[src/prot_alarm_pkg.sv]
// Shared constants, types and state records for the protection block.
// Assumes a single 100 MHz system clock and a synchronous reset.
package prot_alarm_pkg;

    // Clock and timing base
    localparam int CLK_PERIOD_NS = 10;
    localparam int FB_STEP_MS = 100;      // Delay step, 0.1 s
    localparam int FB_STEP_NS = FB_STEP_MS * 1000000;
    localparam int TICK_CYCLES_DFLT = FB_STEP_NS / CLK_PERIOD_NS;
    localparam int HOLD_MS = 3000;        // Enter button hold time
    localparam int HOLD_TICKS = HOLD_MS / FB_STEP_MS;
    localparam int PRE_W = 24;            // Prescaler width
    localparam int DLY_W = 9;             // Delay field width
    localparam int HOLD_W = 6;            // Hold tick counter width
    localparam int ALM_W = 9;             // Alarm mask width
    localparam int PIN_W = 13;            // Synchronised pin bundle

    // Alarm bit positions
    localparam int ALM_FAN = 1;
    localparam int ALM_FAN_SLV = 2;
    localparam int ALM_OTP = 3;
    localparam int ALM_OTP_SLV = 4;
    localparam int ALM_FB = 7;
    localparam int ALM_SHDN = 8;
    localparam logic [ALM_W-1:0] ALM_USED = 9'h19e;
    localparam logic [ALM_W-1:0] MASK_RST = 9'h000;

    // Status word bit positions above the alarm bits
    localparam int ST_ILK = 9;
    localparam int ST_OFF = 10;

    // Argument limits, in command argument units
    localparam logic [15:0] ARG_DLY_MIN = 16'h0005;
    localparam logic [15:0] ARG_DLY_MAX = 16'h01f4;
    localparam logic [15:0] ARG_LVL_MIN = 16'h0002;
    localparam logic [15:0] ARG_LVL_MAX = 16'h000a;
    localparam logic [15:0] ARG_SLOT_MIN = 16'h0001;
    localparam logic [15:0] ARG_SLOT_MAX = 16'h0003;
    localparam logic [15:0] ARG_SEL_MAX = 16'h0002;
    localparam logic [DLY_W-1:0] DLY_RST = 9'h005;
    localparam logic [3:0] LVL_RST = 4'ha;

    typedef enum logic [1:0] {
        FB_DISABLED = 2'h0,
        CONSTANT_CURRENT_TRIGGER = 2'h1,
        CONSTANT_VOLTAGE_TRIGGER = 2'h2
    } fb_mode_t;

    typedef enum logic [1:0] {
        SRC_LOCAL = 2'h0,
        ANALOG_VOLTAGE_SOURCE = 2'h1,
        RESISTIVE_SOURCE = 2'h2
    } src_t;

    typedef enum logic [3:0] {
        OP_NOP = 4'h0,
        OP_FB_MODE = 4'h1,
        OP_FB_DELAY = 4'h2,
        OP_ALARM_MASK = 4'h3,
        OP_OT_LATCH = 4'h4,
        OP_ILK = 4'h5,
        OP_SAVE = 4'h6,
        OP_RECALL = 4'h7,
        OP_LEVEL = 4'h8,
        OP_SOURCE = 4'h9,
        OP_PROT_CLEAR = 4'ha,
        OP_QUERY = 4'hb
    } cmd_op_t;

    typedef enum logic [2:0] {
        FB_IDLE = 3'h1,
        FB_COUNT = 3'h2,
        FB_TRIP = 3'h4
    } fb_state_t;

    // Index 0 V non-isolated, 1 V isolated, 2 I non-isolated, 3 I isolated
    typedef struct packed {
        fb_mode_t fbMode;
        logic [DLY_W-1:0] fbDelay;
        logic [3:0][3:0] analogFullscaleLevel;
        src_t [3:0] source;
    } usr_cfg_t;

    localparam usr_cfg_t CFG_RST = '{FB_DISABLED, DLY_RST,
        {LVL_RST, LVL_RST, LVL_RST, LVL_RST},
        {SRC_LOCAL, SRC_LOCAL, SRC_LOCAL, SRC_LOCAL}};

    typedef struct packed {
        logic valid;
        cmd_op_t op;
        logic [1:0] sel;
        logic [15:0] arg;
    } cmd_t;

    typedef struct packed {
        logic valid;
        logic ok;
        logic [15:0] data;
    } rsp_t;

    typedef struct packed {
        usr_cfg_t cfg;
        logic [ALM_W-1:0] alarmDisableMask;
        logic otLatchEn;
        logic ilkEn;
        fb_state_t fbState;
        logic [PRE_W-1:0] fbPre;
        logic [DLY_W-1:0] fbCnt;
        logic [PRE_W-1:0] holdPre;
        logic [HOLD_W-1:0] holdCnt;
        logic holdArmed;
        logic otLatched;
        logic outputOff;
        logic alarmOut;
        logic statusEvent;
        logic [ALM_W:0] prevVisible;
        logic recallPend;
        rsp_t rsp;
    } prot_state_t;

endpackage

[src/pin_sync.sv]
// Three-stage input synchroniser with agreement filter.
// Assumes asynchronous pins; output moves once stages two and three agree.
`timescale 1ns/1ps
`default_nettype none
module pin_sync #(
    parameter int W = 1
) (
    input wire logic clk_sys,
    input wire logic rst,
    input wire logic [W-1:0] din,
    output logic [W-1:0] dout
);
    typedef struct packed {
        logic [W-1:0] s1;   // Read only by s2
        logic [W-1:0] s2;
        logic [W-1:0] s3;
        logic [W-1:0] q;
    } sync_state_t;

    sync_state_t s;
    sync_state_t n;

    // Next state: shift, accept only agreed samples
    always_comb begin
        n = s;
        n.s1 = din;
        n.s2 = s.s1;
        n.s3 = s.s2;
        for (int i = 0; i < W; i++) begin
            if (s.s2[i] == s.s3[i]) begin
                n.q[i] = s.s3[i];
            end
        end
    end

    // State register
    always_ff @(posedge clk_sys) begin
        if (rst) begin
            s <= '0;
        end else begin
            s <= n;
        end
    end

    assign dout = s.q;
endmodule
`default_nettype wire

[src/cfg_slot_mem.sv]
// Three-slot store for user settings, registered read data.
// Assumes slot numbers 1 to 3 already checked by the caller.
`timescale 1ns/1ps
`default_nettype none
module cfg_slot_mem (
    input wire logic clk_sys,
    input wire logic rst,
    input wire logic wrEn,
    input wire logic rdEn,
    input wire logic [1:0] slot,
    input wire prot_alarm_pkg::usr_cfg_t wrData,
    output prot_alarm_pkg::usr_cfg_t rdData
);
    import prot_alarm_pkg::*;

    typedef struct packed {
        usr_cfg_t [3:0] slots;   // Entry 0 unused
        usr_cfg_t rd;
    } mem_state_t;

    mem_state_t s;
    mem_state_t n;

    // Write or read one slot per command
    always_comb begin
        n = s;
        if (wrEn) begin
            n.slots[slot] = wrData;
        end
        if (rdEn) begin
            n.rd = s.slots[slot];
        end
    end

    // Slots come up holding defaults
    always_ff @(posedge clk_sys) begin
        if (rst) begin
            s <= '{slots: {4{CFG_RST}}, rd: CFG_RST};
        end else begin
            s <= n;
        end
    end

    assign rdData = s.rd;
endmodule
`default_nettype wire

[src/protection_alarm_control.sv]
// Foldback shutdown, alarm masking and latching, interlock and settings.
// Assumes decoded commands on the same clock; status pins are async.
// Overview of operation
// - Foldback trigger: current, voltage, or disabled
// - In selected mode count delay, then shut down
// - Counter idle in any other regulation mode
// - Reset leaves foldback trigger disabled
// - Delay 0.5 to 50 s, 0.1 s steps
// - Reset delay is half a second
// - Foldback clear needs 3 s enter hold plus command
// - Mask bit disables over-temperature alarm
// - Latch flag holds over-temperature alarm until cleared
// - Interlock disabled after reset until enabled
// - Interlock ignores mask and latch settings
// - Interlock enable changes only by remote command
// - Save and recall slots one to three
// - Full-scale level two to ten per path
// - Source local, analog voltage or resistive
// - Masked alarms hidden from all status
// - Mask bits 1,2,3,4,7,8; others unused
`timescale 1ns/1ps
`default_nettype none
module protection_alarm_control #(
    parameter int TICK_CYCLES = prot_alarm_pkg::TICK_CYCLES_DFLT
) (
    input wire logic clk_sys,
    input wire logic rst,
    input wire prot_alarm_pkg::cmd_t cmd,
    input wire logic regCurrentPin,
    input wire logic regVoltagePin,
    input wire logic enterBtnPin,
    input wire logic [prot_alarm_pkg::ALM_W-1:0] alarmPin,
    input wire logic interlockPin,
    output prot_alarm_pkg::rsp_t rsp,
    output logic outputOff,
    output logic alarmOut,
    output logic statusEvent,
    output prot_alarm_pkg::usr_cfg_t usrCfg
);
    import prot_alarm_pkg::*;

    // Last prescaler count of one 0.1 s step
    localparam logic [PRE_W-1:0] TICK_LAST = PRE_W'(TICK_CYCLES - 1);
    localparam logic [HOLD_W-1:0] HOLD_LAST = HOLD_W'(HOLD_TICKS);

    prot_state_t s;            // Registered state
    prot_state_t n;            // Next state
    logic [PIN_W-1:0] pinSync; // Filtered pins
    usr_cfg_t memRd;           // Recalled settings
    logic memWr;               // Save strobe
    logic memRdEn;             // Recall strobe
    logic inSel;               // Regulating in the selected mode
    logic fbTick;              // Foldback step elapsed
    logic clrCmd;              // Protection clear command
    logic slotOk;              // Slot argument in range
    logic [ALM_W-1:0] cond;    // Raw alarm conditions
    logic [ALM_W:0] visAll;    // Host-visible alarms plus interlock

    // Status pins, delivered as one bundle
    pin_sync #(
        .W(PIN_W)
    ) u_sync (
        .clk_sys(clk_sys),
        .rst(rst),
        .din({interlockPin, enterBtnPin, regVoltagePin, regCurrentPin,
            alarmPin}),
        .dout(pinSync)
    );

    // Settings slots for save and recall
    cfg_slot_mem u_mem (
        .clk_sys(clk_sys),
        .rst(rst),
        .wrEn(memWr),
        .rdEn(memRdEn),
        .slot(cmd.arg[1:0]),
        .wrData(s.cfg),
        .rdData(memRd)
    );

    // True when an argument lies inside an inclusive range
    function automatic logic inRange(input logic [15:0] v,
        input logic [15:0] lo, input logic [15:0] hi);
        inRange = (v >= lo) && (v <= hi);
    endfunction

    // Command decode helpers
    always_comb begin
        clrCmd = cmd.valid && (cmd.op == OP_PROT_CLEAR);
        slotOk = inRange(cmd.arg, ARG_SLOT_MIN, ARG_SLOT_MAX);
        memWr = cmd.valid && (cmd.op == OP_SAVE) && slotOk;
        memRdEn = cmd.valid && (cmd.op == OP_RECALL) && slotOk;
    end

    // Trigger qualification from the filtered regulation status
    always_comb begin
        case (s.cfg.fbMode)
            CONSTANT_CURRENT_TRIGGER: inSel = pinSync[ALM_W];
            CONSTANT_VOLTAGE_TRIGGER: inSel = pinSync[ALM_W+1];
            default: inSel = 1'b0;
        endcase
        fbTick = (s.fbPre == TICK_LAST);
    end

    // Alarm conditions; bit 7 comes from the foldback trip only
    always_comb begin
        cond = pinSync[ALM_W-1:0] & ALM_USED;
        cond[ALM_FB] = (s.fbState == FB_TRIP);
        cond[ALM_OTP] = cond[ALM_OTP] | s.otLatched;
        // Masked bits never reach status or the event logic
        visAll = {s.ilkEn & pinSync[PIN_W-1],
            cond & ~s.alarmDisableMask & ALM_USED};
    end

    // Whole next-state function
    always_comb begin
        n = s;
        n.rsp = '0;
        n.recallPend = 1'b0;

        // Foldback sequence
        case (s.fbState)
            FB_IDLE: begin
                n.fbPre = '0;
                n.fbCnt = '0;
                if (inSel) begin
                    n.fbState = FB_COUNT;
                end
            end
            FB_COUNT: begin
                if (!inSel) begin
                    n.fbState = FB_IDLE;
                end else if (fbTick) begin
                    n.fbPre = '0;
                    n.fbCnt = s.fbCnt + 9'h001;
                    if (n.fbCnt >= s.cfg.fbDelay) begin
                        n.fbState = FB_TRIP;
                    end
                end else begin
                    n.fbPre = s.fbPre + 24'h000001;
                end
            end
            FB_TRIP: begin
                // Only the held button plus the command releases it
                if (clrCmd && s.holdArmed) begin
                    n.fbState = FB_IDLE;
                end
            end
            default: n.fbState = FB_IDLE;
        endcase
        n.outputOff = (n.fbState == FB_TRIP);

        // Enter button hold timer, restarted on every release
        if (pinSync[PIN_W-2]) begin
            if (s.holdPre == TICK_LAST) begin
                n.holdPre = '0;
                // Saturates, so a long hold stays armed
                if (s.holdCnt != HOLD_LAST) begin
                    n.holdCnt = s.holdCnt + 6'h01;
                end
            end else begin
                n.holdPre = s.holdPre + 24'h000001;
            end
        end else begin
            n.holdPre = '0;
            n.holdCnt = '0;
        end
        n.holdArmed = (n.holdCnt == HOLD_LAST);

        // Over-temperature latch: clear first, a new trip wins
        if (!s.otLatchEn) begin
            n.otLatched = 1'b0;
        end else if (clrCmd && !pinSync[ALM_OTP]) begin
            n.otLatched = 1'b0;
        end
        if (s.otLatchEn && pinSync[ALM_OTP]
            && !s.alarmDisableMask[ALM_OTP]) begin
            n.otLatched = 1'b1;
        end

        // Summary alarm and event on any newly visible alarm
        n.prevVisible = visAll;
        n.alarmOut = |visAll;
        n.statusEvent = |(visAll & ~s.prevVisible);

        // Recalled settings land one cycle after the command
        if (s.recallPend) begin
            n.cfg = memRd;
        end

        // Remote command execution; every command gets one answer
        if (cmd.valid) begin
            n.rsp.valid = 1'b1;
            n.rsp.ok = 1'b1;
            case (cmd.op)
                OP_FB_MODE: begin
                    if (cmd.arg <= ARG_SEL_MAX) begin
                        n.cfg.fbMode = fb_mode_t'(cmd.arg[1:0]);
                    end else begin
                        n.rsp.ok = 1'b0;
                    end
                end
                OP_FB_DELAY: begin
                    // Steps of 0.1 s; out-of-range values are refused
                    if (inRange(cmd.arg, ARG_DLY_MIN, ARG_DLY_MAX)) begin
                        n.cfg.fbDelay = cmd.arg[DLY_W-1:0];
                    end else begin
                        n.rsp.ok = 1'b0;
                    end
                end
                OP_ALARM_MASK: begin
                    n.alarmDisableMask = cmd.arg[ALM_W-1:0] & ALM_USED;
                end
                OP_OT_LATCH: n.otLatchEn = cmd.arg[0];
                OP_ILK: n.ilkEn = cmd.arg[0];
                OP_SAVE: n.rsp.ok = slotOk;
                OP_RECALL: begin
                    n.rsp.ok = slotOk;
                    n.recallPend = slotOk;
                end
                OP_LEVEL: begin
                    if (inRange(cmd.arg, ARG_LVL_MIN, ARG_LVL_MAX)) begin
                        n.cfg.analogFullscaleLevel[cmd.sel] =
                            cmd.arg[3:0];
                    end else begin
                        n.rsp.ok = 1'b0;
                    end
                end
                OP_SOURCE: begin
                    if (cmd.arg <= ARG_SEL_MAX) begin
                        n.cfg.source[cmd.sel] = src_t'(cmd.arg[1:0]);
                    end else begin
                        n.rsp.ok = 1'b0;
                    end
                end
                OP_PROT_CLEAR: n.rsp.ok = s.holdArmed;
                OP_QUERY: begin
                    // Status shows only unmasked alarms
                    n.rsp.data[ALM_W:0] = visAll;
                    // Masked foldback hides the off bit too
                    n.rsp.data[ST_OFF] = s.outputOff
                        & ~s.alarmDisableMask[ALM_FB];
                end
                default: n.rsp.ok = 1'b0;
            endcase
        end
    end

    // State register; reset gives defaults and interlock off
    always_ff @(posedge clk_sys) begin
        if (rst) begin
            s <= '0;
            s.cfg <= CFG_RST;
            s.alarmDisableMask <= MASK_RST;
            s.ilkEn <= 1'b0;
            s.fbState <= FB_IDLE;
        end else begin
            s <= n;
        end
    end

    // Outputs straight from the state register
    assign rsp = s.rsp;
    assign outputOff = s.outputOff;
    assign alarmOut = s.alarmOut;
    assign statusEvent = s.statusEvent;
    assign usrCfg = s.cfg;
endmodule
`default_nettype wire

[config.mk]
export PLATFORM = sky130hd
export DESIGN_NAME = protection_alarm_control
export DESIGN_NICKNAME = d
export VERILOG_FILES = /design/src/prot_alarm_pkg.sv /design/src/pin_sync.sv /design/src/cfg_slot_mem.sv /design/src/protection_alarm_control.sv
export SDC_FILE = /design/constraint.sdc
export NUM_CORES = 1
export LEC_CHECK = 0
export ABC_AREA = 1
export BUFFER_PORTS_ARGS = -buffer_cell sky130_fd_sc_hd__buf_4
export CORE_UTILIZATION = 50
export CTS_BUF_LIST = sky130_fd_sc_hd__clkbuf_16
export DETAILED_ROUTE_END_ITERATION = 7
export PLACE_DENSITY = 0.76
export SETUP_SLACK_MARGIN = 0.02
export SKIP_CTS_REPAIR_TIMING = 1
export SYNTH_ARGS = -nofsm -noshare
export SYNTH_HDL_FRONTEND = slang
export SYNTH_SLANG_ARGS = --single-unit
[constraint.sdc]
create_clock -name clk_sys -period 2.55 [get_ports clk_sys]
set_input_delay 0.1275 -clock clk_sys [delete_from_list [all_inputs] [get_ports clk_sys]]
set_output_delay 0.1275 -clock clk_sys [all_outputs]
set_load 0.01 [all_outputs]
# Yosys cells after proc, flatten, opt, wreduce, memory -nomap -nowiden
# Index checks and enable logic that the tools add are counted.
# classes
reduce_logical,31
n_addsub,4
bitwise,12
magnitude_cmp,12
muxes,47
n_eq_ne,33
# op_table
op,n
$bwmux W140,1
$mux W35,3
$bmux W35 S2,1
$demux W35 S2,1
$pmux W33 S2,1
$add A24 B1 Y24 const B,2
$eq A24 B24 Y1 const B,2
$mux W46,1
$mux W9,4
$mux W33,1
$le A16 B2 Y1 const B,2
$mux W16,2
$mux W24,1
$mux W6,3
$bwmux W16,1
$eq A4 B3 Y1 const B,4
$eq A4 B4 Y1 const B,4
$ge A16 B1 Y1 const B,1
$ge A16 B2 Y1 const B,1
$ge A16 B3 Y1 const B,1
$le A16 B4 Y1 const B,1
$le A16 B9 Y1 const B,1
$mux W8,2
$mux W3,5
other kinds (44),93
# word_totals
regBits,366
output_inout_bits,56
in_bits,38
wordCells,232

# Longest topological paths before layout
# logic_depth
depth_word,8
mapped_depth,15
depth_no_buf,15

# Hierarchy
# Synthesis repeated with hierarchy kept, for this count alone.
# unflattened
cells_unflattened,2384
hier_area_um2,16608.4
# by_module_without_submodules
mod,seq_area_each_um2,instances,cells_each,area_per_inst_um2
protection_alarm_control,2642.5,1,1152,7567.3
cfg_slot_mem,3503.4,1,1044,7387.1
pin_sync,1041.0,1,188,1654.1

# Worst setup path after synthesis
# OpenSTA, ideal clock, no wires.
# synth_timing
path_kind,register -> register
from,register s[64] (netlist name)
to,register s[98] (netlist name)
arrival_time_ps,1725
slack_ps,693
n_path_buf,0
required_time_ps,2418
setup_ps,132
path_stages_with_launch,14
period_less_slack_ps,1857
path_cell_list,dfxtp_1 > ha_1 > nand3_1 > inv_1 > nand2_1 > xor2_1 > inv_1 > ha_1 > nand2_1 > o21a_1 > nand2_1 > nand2_1 > nand2_1 > a21oi_1
# synth_via
elab_chain_len,6
# synth_rtl
element,line,rtl
from (decl),protection_alarm_control.sv:46,prot_state_t s;
from (signal assigned),protection_alarm_control.sv:258,s <= n;
$add A9 B1 Y9,protection_alarm_control.sv:135,n.fbCnt = s.fbCnt + 9'h001;
$ge A9 B9 Y1,protection_alarm_control.sv:136,if (n.fbCnt >= s.cfg.fbDelay) begin
$mux W3,protection_alarm_control.sv:136,
$mux W3,protection_alarm_control.sv:133,end else if (fbTick) begin
$mux W3,protection_alarm_control.sv:131,if (!inSel) begin
$pmux W3 S3,protection_alarm_control.sv:122,case (s.fbState)
# Every way passes these cells.
# A chain may end at the register's enable or synchronous reset.

# Worst setup path after layout
# layout_timing
from,register s (netlist bit usrCfg[33])
to,register s[80] (netlist name)
# layout_via
elab_chain_len,4
word_cells_on_any_way,5
cone_classes,eq/ne (3); mux (1); reduce/logical (1)
# layout_rtl
element,line,rtl
$eq A2 B2 Y1 or $eq A2 B1 Y1 (tied branches),protection_alarm_control.sv:97,case (s.cfg.fbMode)
$pmux W1 S2 (*),protection_alarm_control.sv:97,
$ne A2 B2 Y1 (no line) (*),n/a,
$reduce_and A2 Y1 (no line) (*),n/a,
# Every way passes the cells marked *; elsewhere a longest branch is shown, timed or not.

==> run summary <==
share of layout cells above drive strength 1 -> 9.22%
Setup Viol. Count Final -> 0
Post-Syn Instances -> 2228
post-synthesis average cell area -> 7.00 um2
share of synthesized cell area in and, or, nand and nor gates -> 32.9%
f_max -> 447 MHz
combinational share of power -> 3.5%
# fillers -> 2856
max_slew headroom -> 56.0%
Reg clk slew, reported paths -> 0.06 ns
pwr dens -> 636 mW/mm2
DR DRC count -> 0
Synth warnings -> 0
clock latency on the worst-skew pair -> 0.52 ns
Final Hold Viols -> 3
Iter 0 DRT Violations -> 1242
drt pass-1 iters -> 5
Post-Synth XOR/XNOR Area -> 0.618%
Final Critical Period -> 2.23 ns
Total Power -> 0.0111 W
mux contribution to synthesized area -> 0%
vias per cell -> 5.45
Maximum Capacitance Violations -> 0
Multi-input gate area -> 0.00710 mm2
crit path kind -> flop to flop
CP Max Fanout -> 10
Internal Power -> 0.00866 W
failing checks -> negative hold slack
FFs w/ async S/R, synth -> 0%
CTS sink cnt -> 343
CP max stage delay -> 0.44 ns
WHS -> -0.0434 ns
H-tree depth -> 2
global-route wire length before repair -> 65.1 mm
crit path cell chain -> inv_1 -> ha_1 -> inv_1 -> nand2_1 -> nand2_1 -> nand2_1 -> inv_2 -> buf_4 -> a31o_2 -> inv_1 -> nor2_1
gr usage total -> 25.3%
Switching Share -> 22.0%
CTS Buf Count -> 38
crit start category -> flop
Setup TNS Final -> 0 ns
max-slew violations -> 0
flop and latch count out of synthesis -> 343
post-DR wirelength/cell -> 15.3 um
row count -> 64
design area -> 0.0175 mm2
chip width -> 179 um
Flop pwr share -> 48.5%
Non-Filler Instances -> 2664
number of buffers added on ports -> 81
Critical Path End Type -> flop
crit share post-route -> 87.6%
via count -> 14500
Distinct cells, synth -> 44
leak pwr -> 7.06 nW
Root Driver -> clkbuf_16
core area -> 0.0307 mm2
sequential-to-total area share from yosys stat -> 44.0%
Worst VDD drop -> 495 uV
worst path arrival time -> 2.69 ns
Max Clock Skew -> 0.0118 ns
DP Area -> 0.0161 mm2
dpl hpwl -> 26.0 mm
largest family of logic cells by synthesized area -> simple AND/OR/NAND/NOR gates
CTS tree -> done
largest net degree at the start of global routing -> 147
ys flop type -> dfxtp_1
Slowest-stage cell, CP -> dfxtp_1
Cell Area, Synth -> 0.0156 mm2
total gr overflow -> 0
Worst-Margin Slew -> 0.660 ns
Area Overhead vs Synth -> 12.0%
RSZ-0062 raised after global routing -> no
I/O Pins -> 94
status -> complete, but fails checks
Post-Route WL -> 40.8 mm
post-synthesis compound-gate area fraction -> 10.5%
area share of fa/ha/maj cells after synthesis -> 1.28%
Clock Power Share -> 48.0%
Clock Path Buffers -> 3
P_sw -> 0.00245 W
chip height -> 179 um
register area -> 0.00687 mm2
Hold Path Class -> input pin to flop
antenna-violating nets left -> 0
initial core utilization -> 50.9%
dpl cells -> 2581
EDFF count, synth -> 0
data required time of the critical path -> 3.00 ns
GPL Wtd Cong -> 0.879
Final #Nets -> 2296
initial antenna violation count -> 2
die area -> 0.0319 mm2
number of global-route vias before repair -> 13200
-- registers in the layout, summed over array words and instances, names as in the netlist --
| name | cells |
|---|---|
| u_mem.s | 140 |
| s | 84 |
| u_mem.rdData | 35 |
| usrCfg | 35 |
| u_sync.n | 18 |
| rsp | 10 |
| u_sync.dout | 9 |
| u_sync.s | 9 |
| alarmOut | 1 |
| outputOff | 1 |
| statusEvent | 1 |
-- cells by family after synthesis --
group | Yosys count
flip-flops | 343
other | 1
XOR/XNOR | 11
adder cells (fa/ha/maj) | 16
AO/OA/AOI/OAI | 292
AND/OR/NAND/NOR | 1201
buffers and inverters | 364
-- layout by cell type (no fill, tap or decap), types with 3 or more instances in the layout --
cell and instances:
conb_1 8, o21ai_0 44, clkinv_2 7, nor4_1 6, a21oi_1 179, nand2_1 566
dlygate4sd3_1 17, o211ai_1 11, nor2_2 5, buf_4 101, bufinv_16 4, nand3_1 251
nor3_1 37, a22oi_1 36, nand4_1 29, ha_1 16, a211oi_1 5, o21bai_1 9
nand2_2 6, clkinv_1 7, or2_2 15, a31oi_1 3, nor2_1 270, nor2_4 5
buf_12 4, xor2_1 9, dfxtp_1 343, inv_2 10, clkbuf_16 39, inv_1 202
-- cell usage after synthesis, types with 6 or more instances --
library cell  count  area (um2)
nor2_2            7        43.8
nand3_1         251        1260
nand2_1         566        2120
o21bai_1          9        67.6
nor2_1          270        1010
inv_2             9        33.8
dfxtp_1         343        6870
nand2_2           6        37.5
nor4_1            6        37.5
inv_1           197         739
clkbuf_1         65         244
a21oi_1         179         896
nand4_1          29         181
or2_2            15        93.8
buf_4            63         473
buf_2            21         105
xor2_1            9        78.8
o21ai_0          44         220
a22oi_1          36         270
nor3_1           37         185
o211ai_1         11        82.6
ha_1             16         200
-- cell type report --
type | instances | area share [%]
antenna | 1 | 0.0143
clock buffer | 39 | 5.59
clock inverter | 26 | 1.29
inverter | 208 | 4.48
multi-input combinational | 1528 | 40.6
sequential | 343 | 39.3
tap | 396 | 2.84
timing repair buffer | 123 | 5.84
-- metal layers --
metal / global-route usage, % / share of wire (%) / routed length, um
met2: 42.4 / 47 / 19300
met5: 0 / 0 / 0
met3: 4.48 / 6.9 / 2820
met4: 10.3 / 3.3 / 1350
met1: 31.9 / 42 / 17300
-- critical path, delay by kind of cell, from the launching register on --
family	cells	cell delay, ns
compound gates	1	0.16
buf+inv	5	0.71
simple gates	4	0.55
flops	1	0.44
fa+ha+maj	1	0.30
-- per-stage QoR --
step	hold slack [ns]	setup WS, ns	utilization (%)
2_1_floorplan	0.223	0.693	-
3_3_place_gp	0.326	0.422	52.5
3_5_place_dp	0.335	0.341	52.5
4_1_cts	-0.206	0.337	56.4
5_1_grt	0.00955	0.125	57.0
6_report	-0.0434	0.315	57.0
-- worst paths after layout --
path / from / to / slack, ns / cells after the start
setup / recovery: usrCfg[33] / s[80] / 0.32 / 11
hold / removal: cmd[4] / s[106] / -0.04 / 3
setup reg to reg: usrCfg[33] / s[80] / 0.32 / 11
hold reg to reg: u_sync.n[27] / u_sync.n[14] / 0.40 / 2
-- power groups by stage --
stage / Clock [W] / Combinational, W / Sequential, W
floorplan: 0 / 0.000230 / 0.00551
global placement: 0 / 0.000348 / 0.00551
detailed placement: 0 / 0.000353 / 0.00551
CTS: 0.00541 / 0.000355 / 0.00539
global route: 0.00563 / 0.000413 / 0.00539
finish: 0.00534 / 0.000384 / 0.00539
Note: power is estimated with default switching activity, not from simulation.
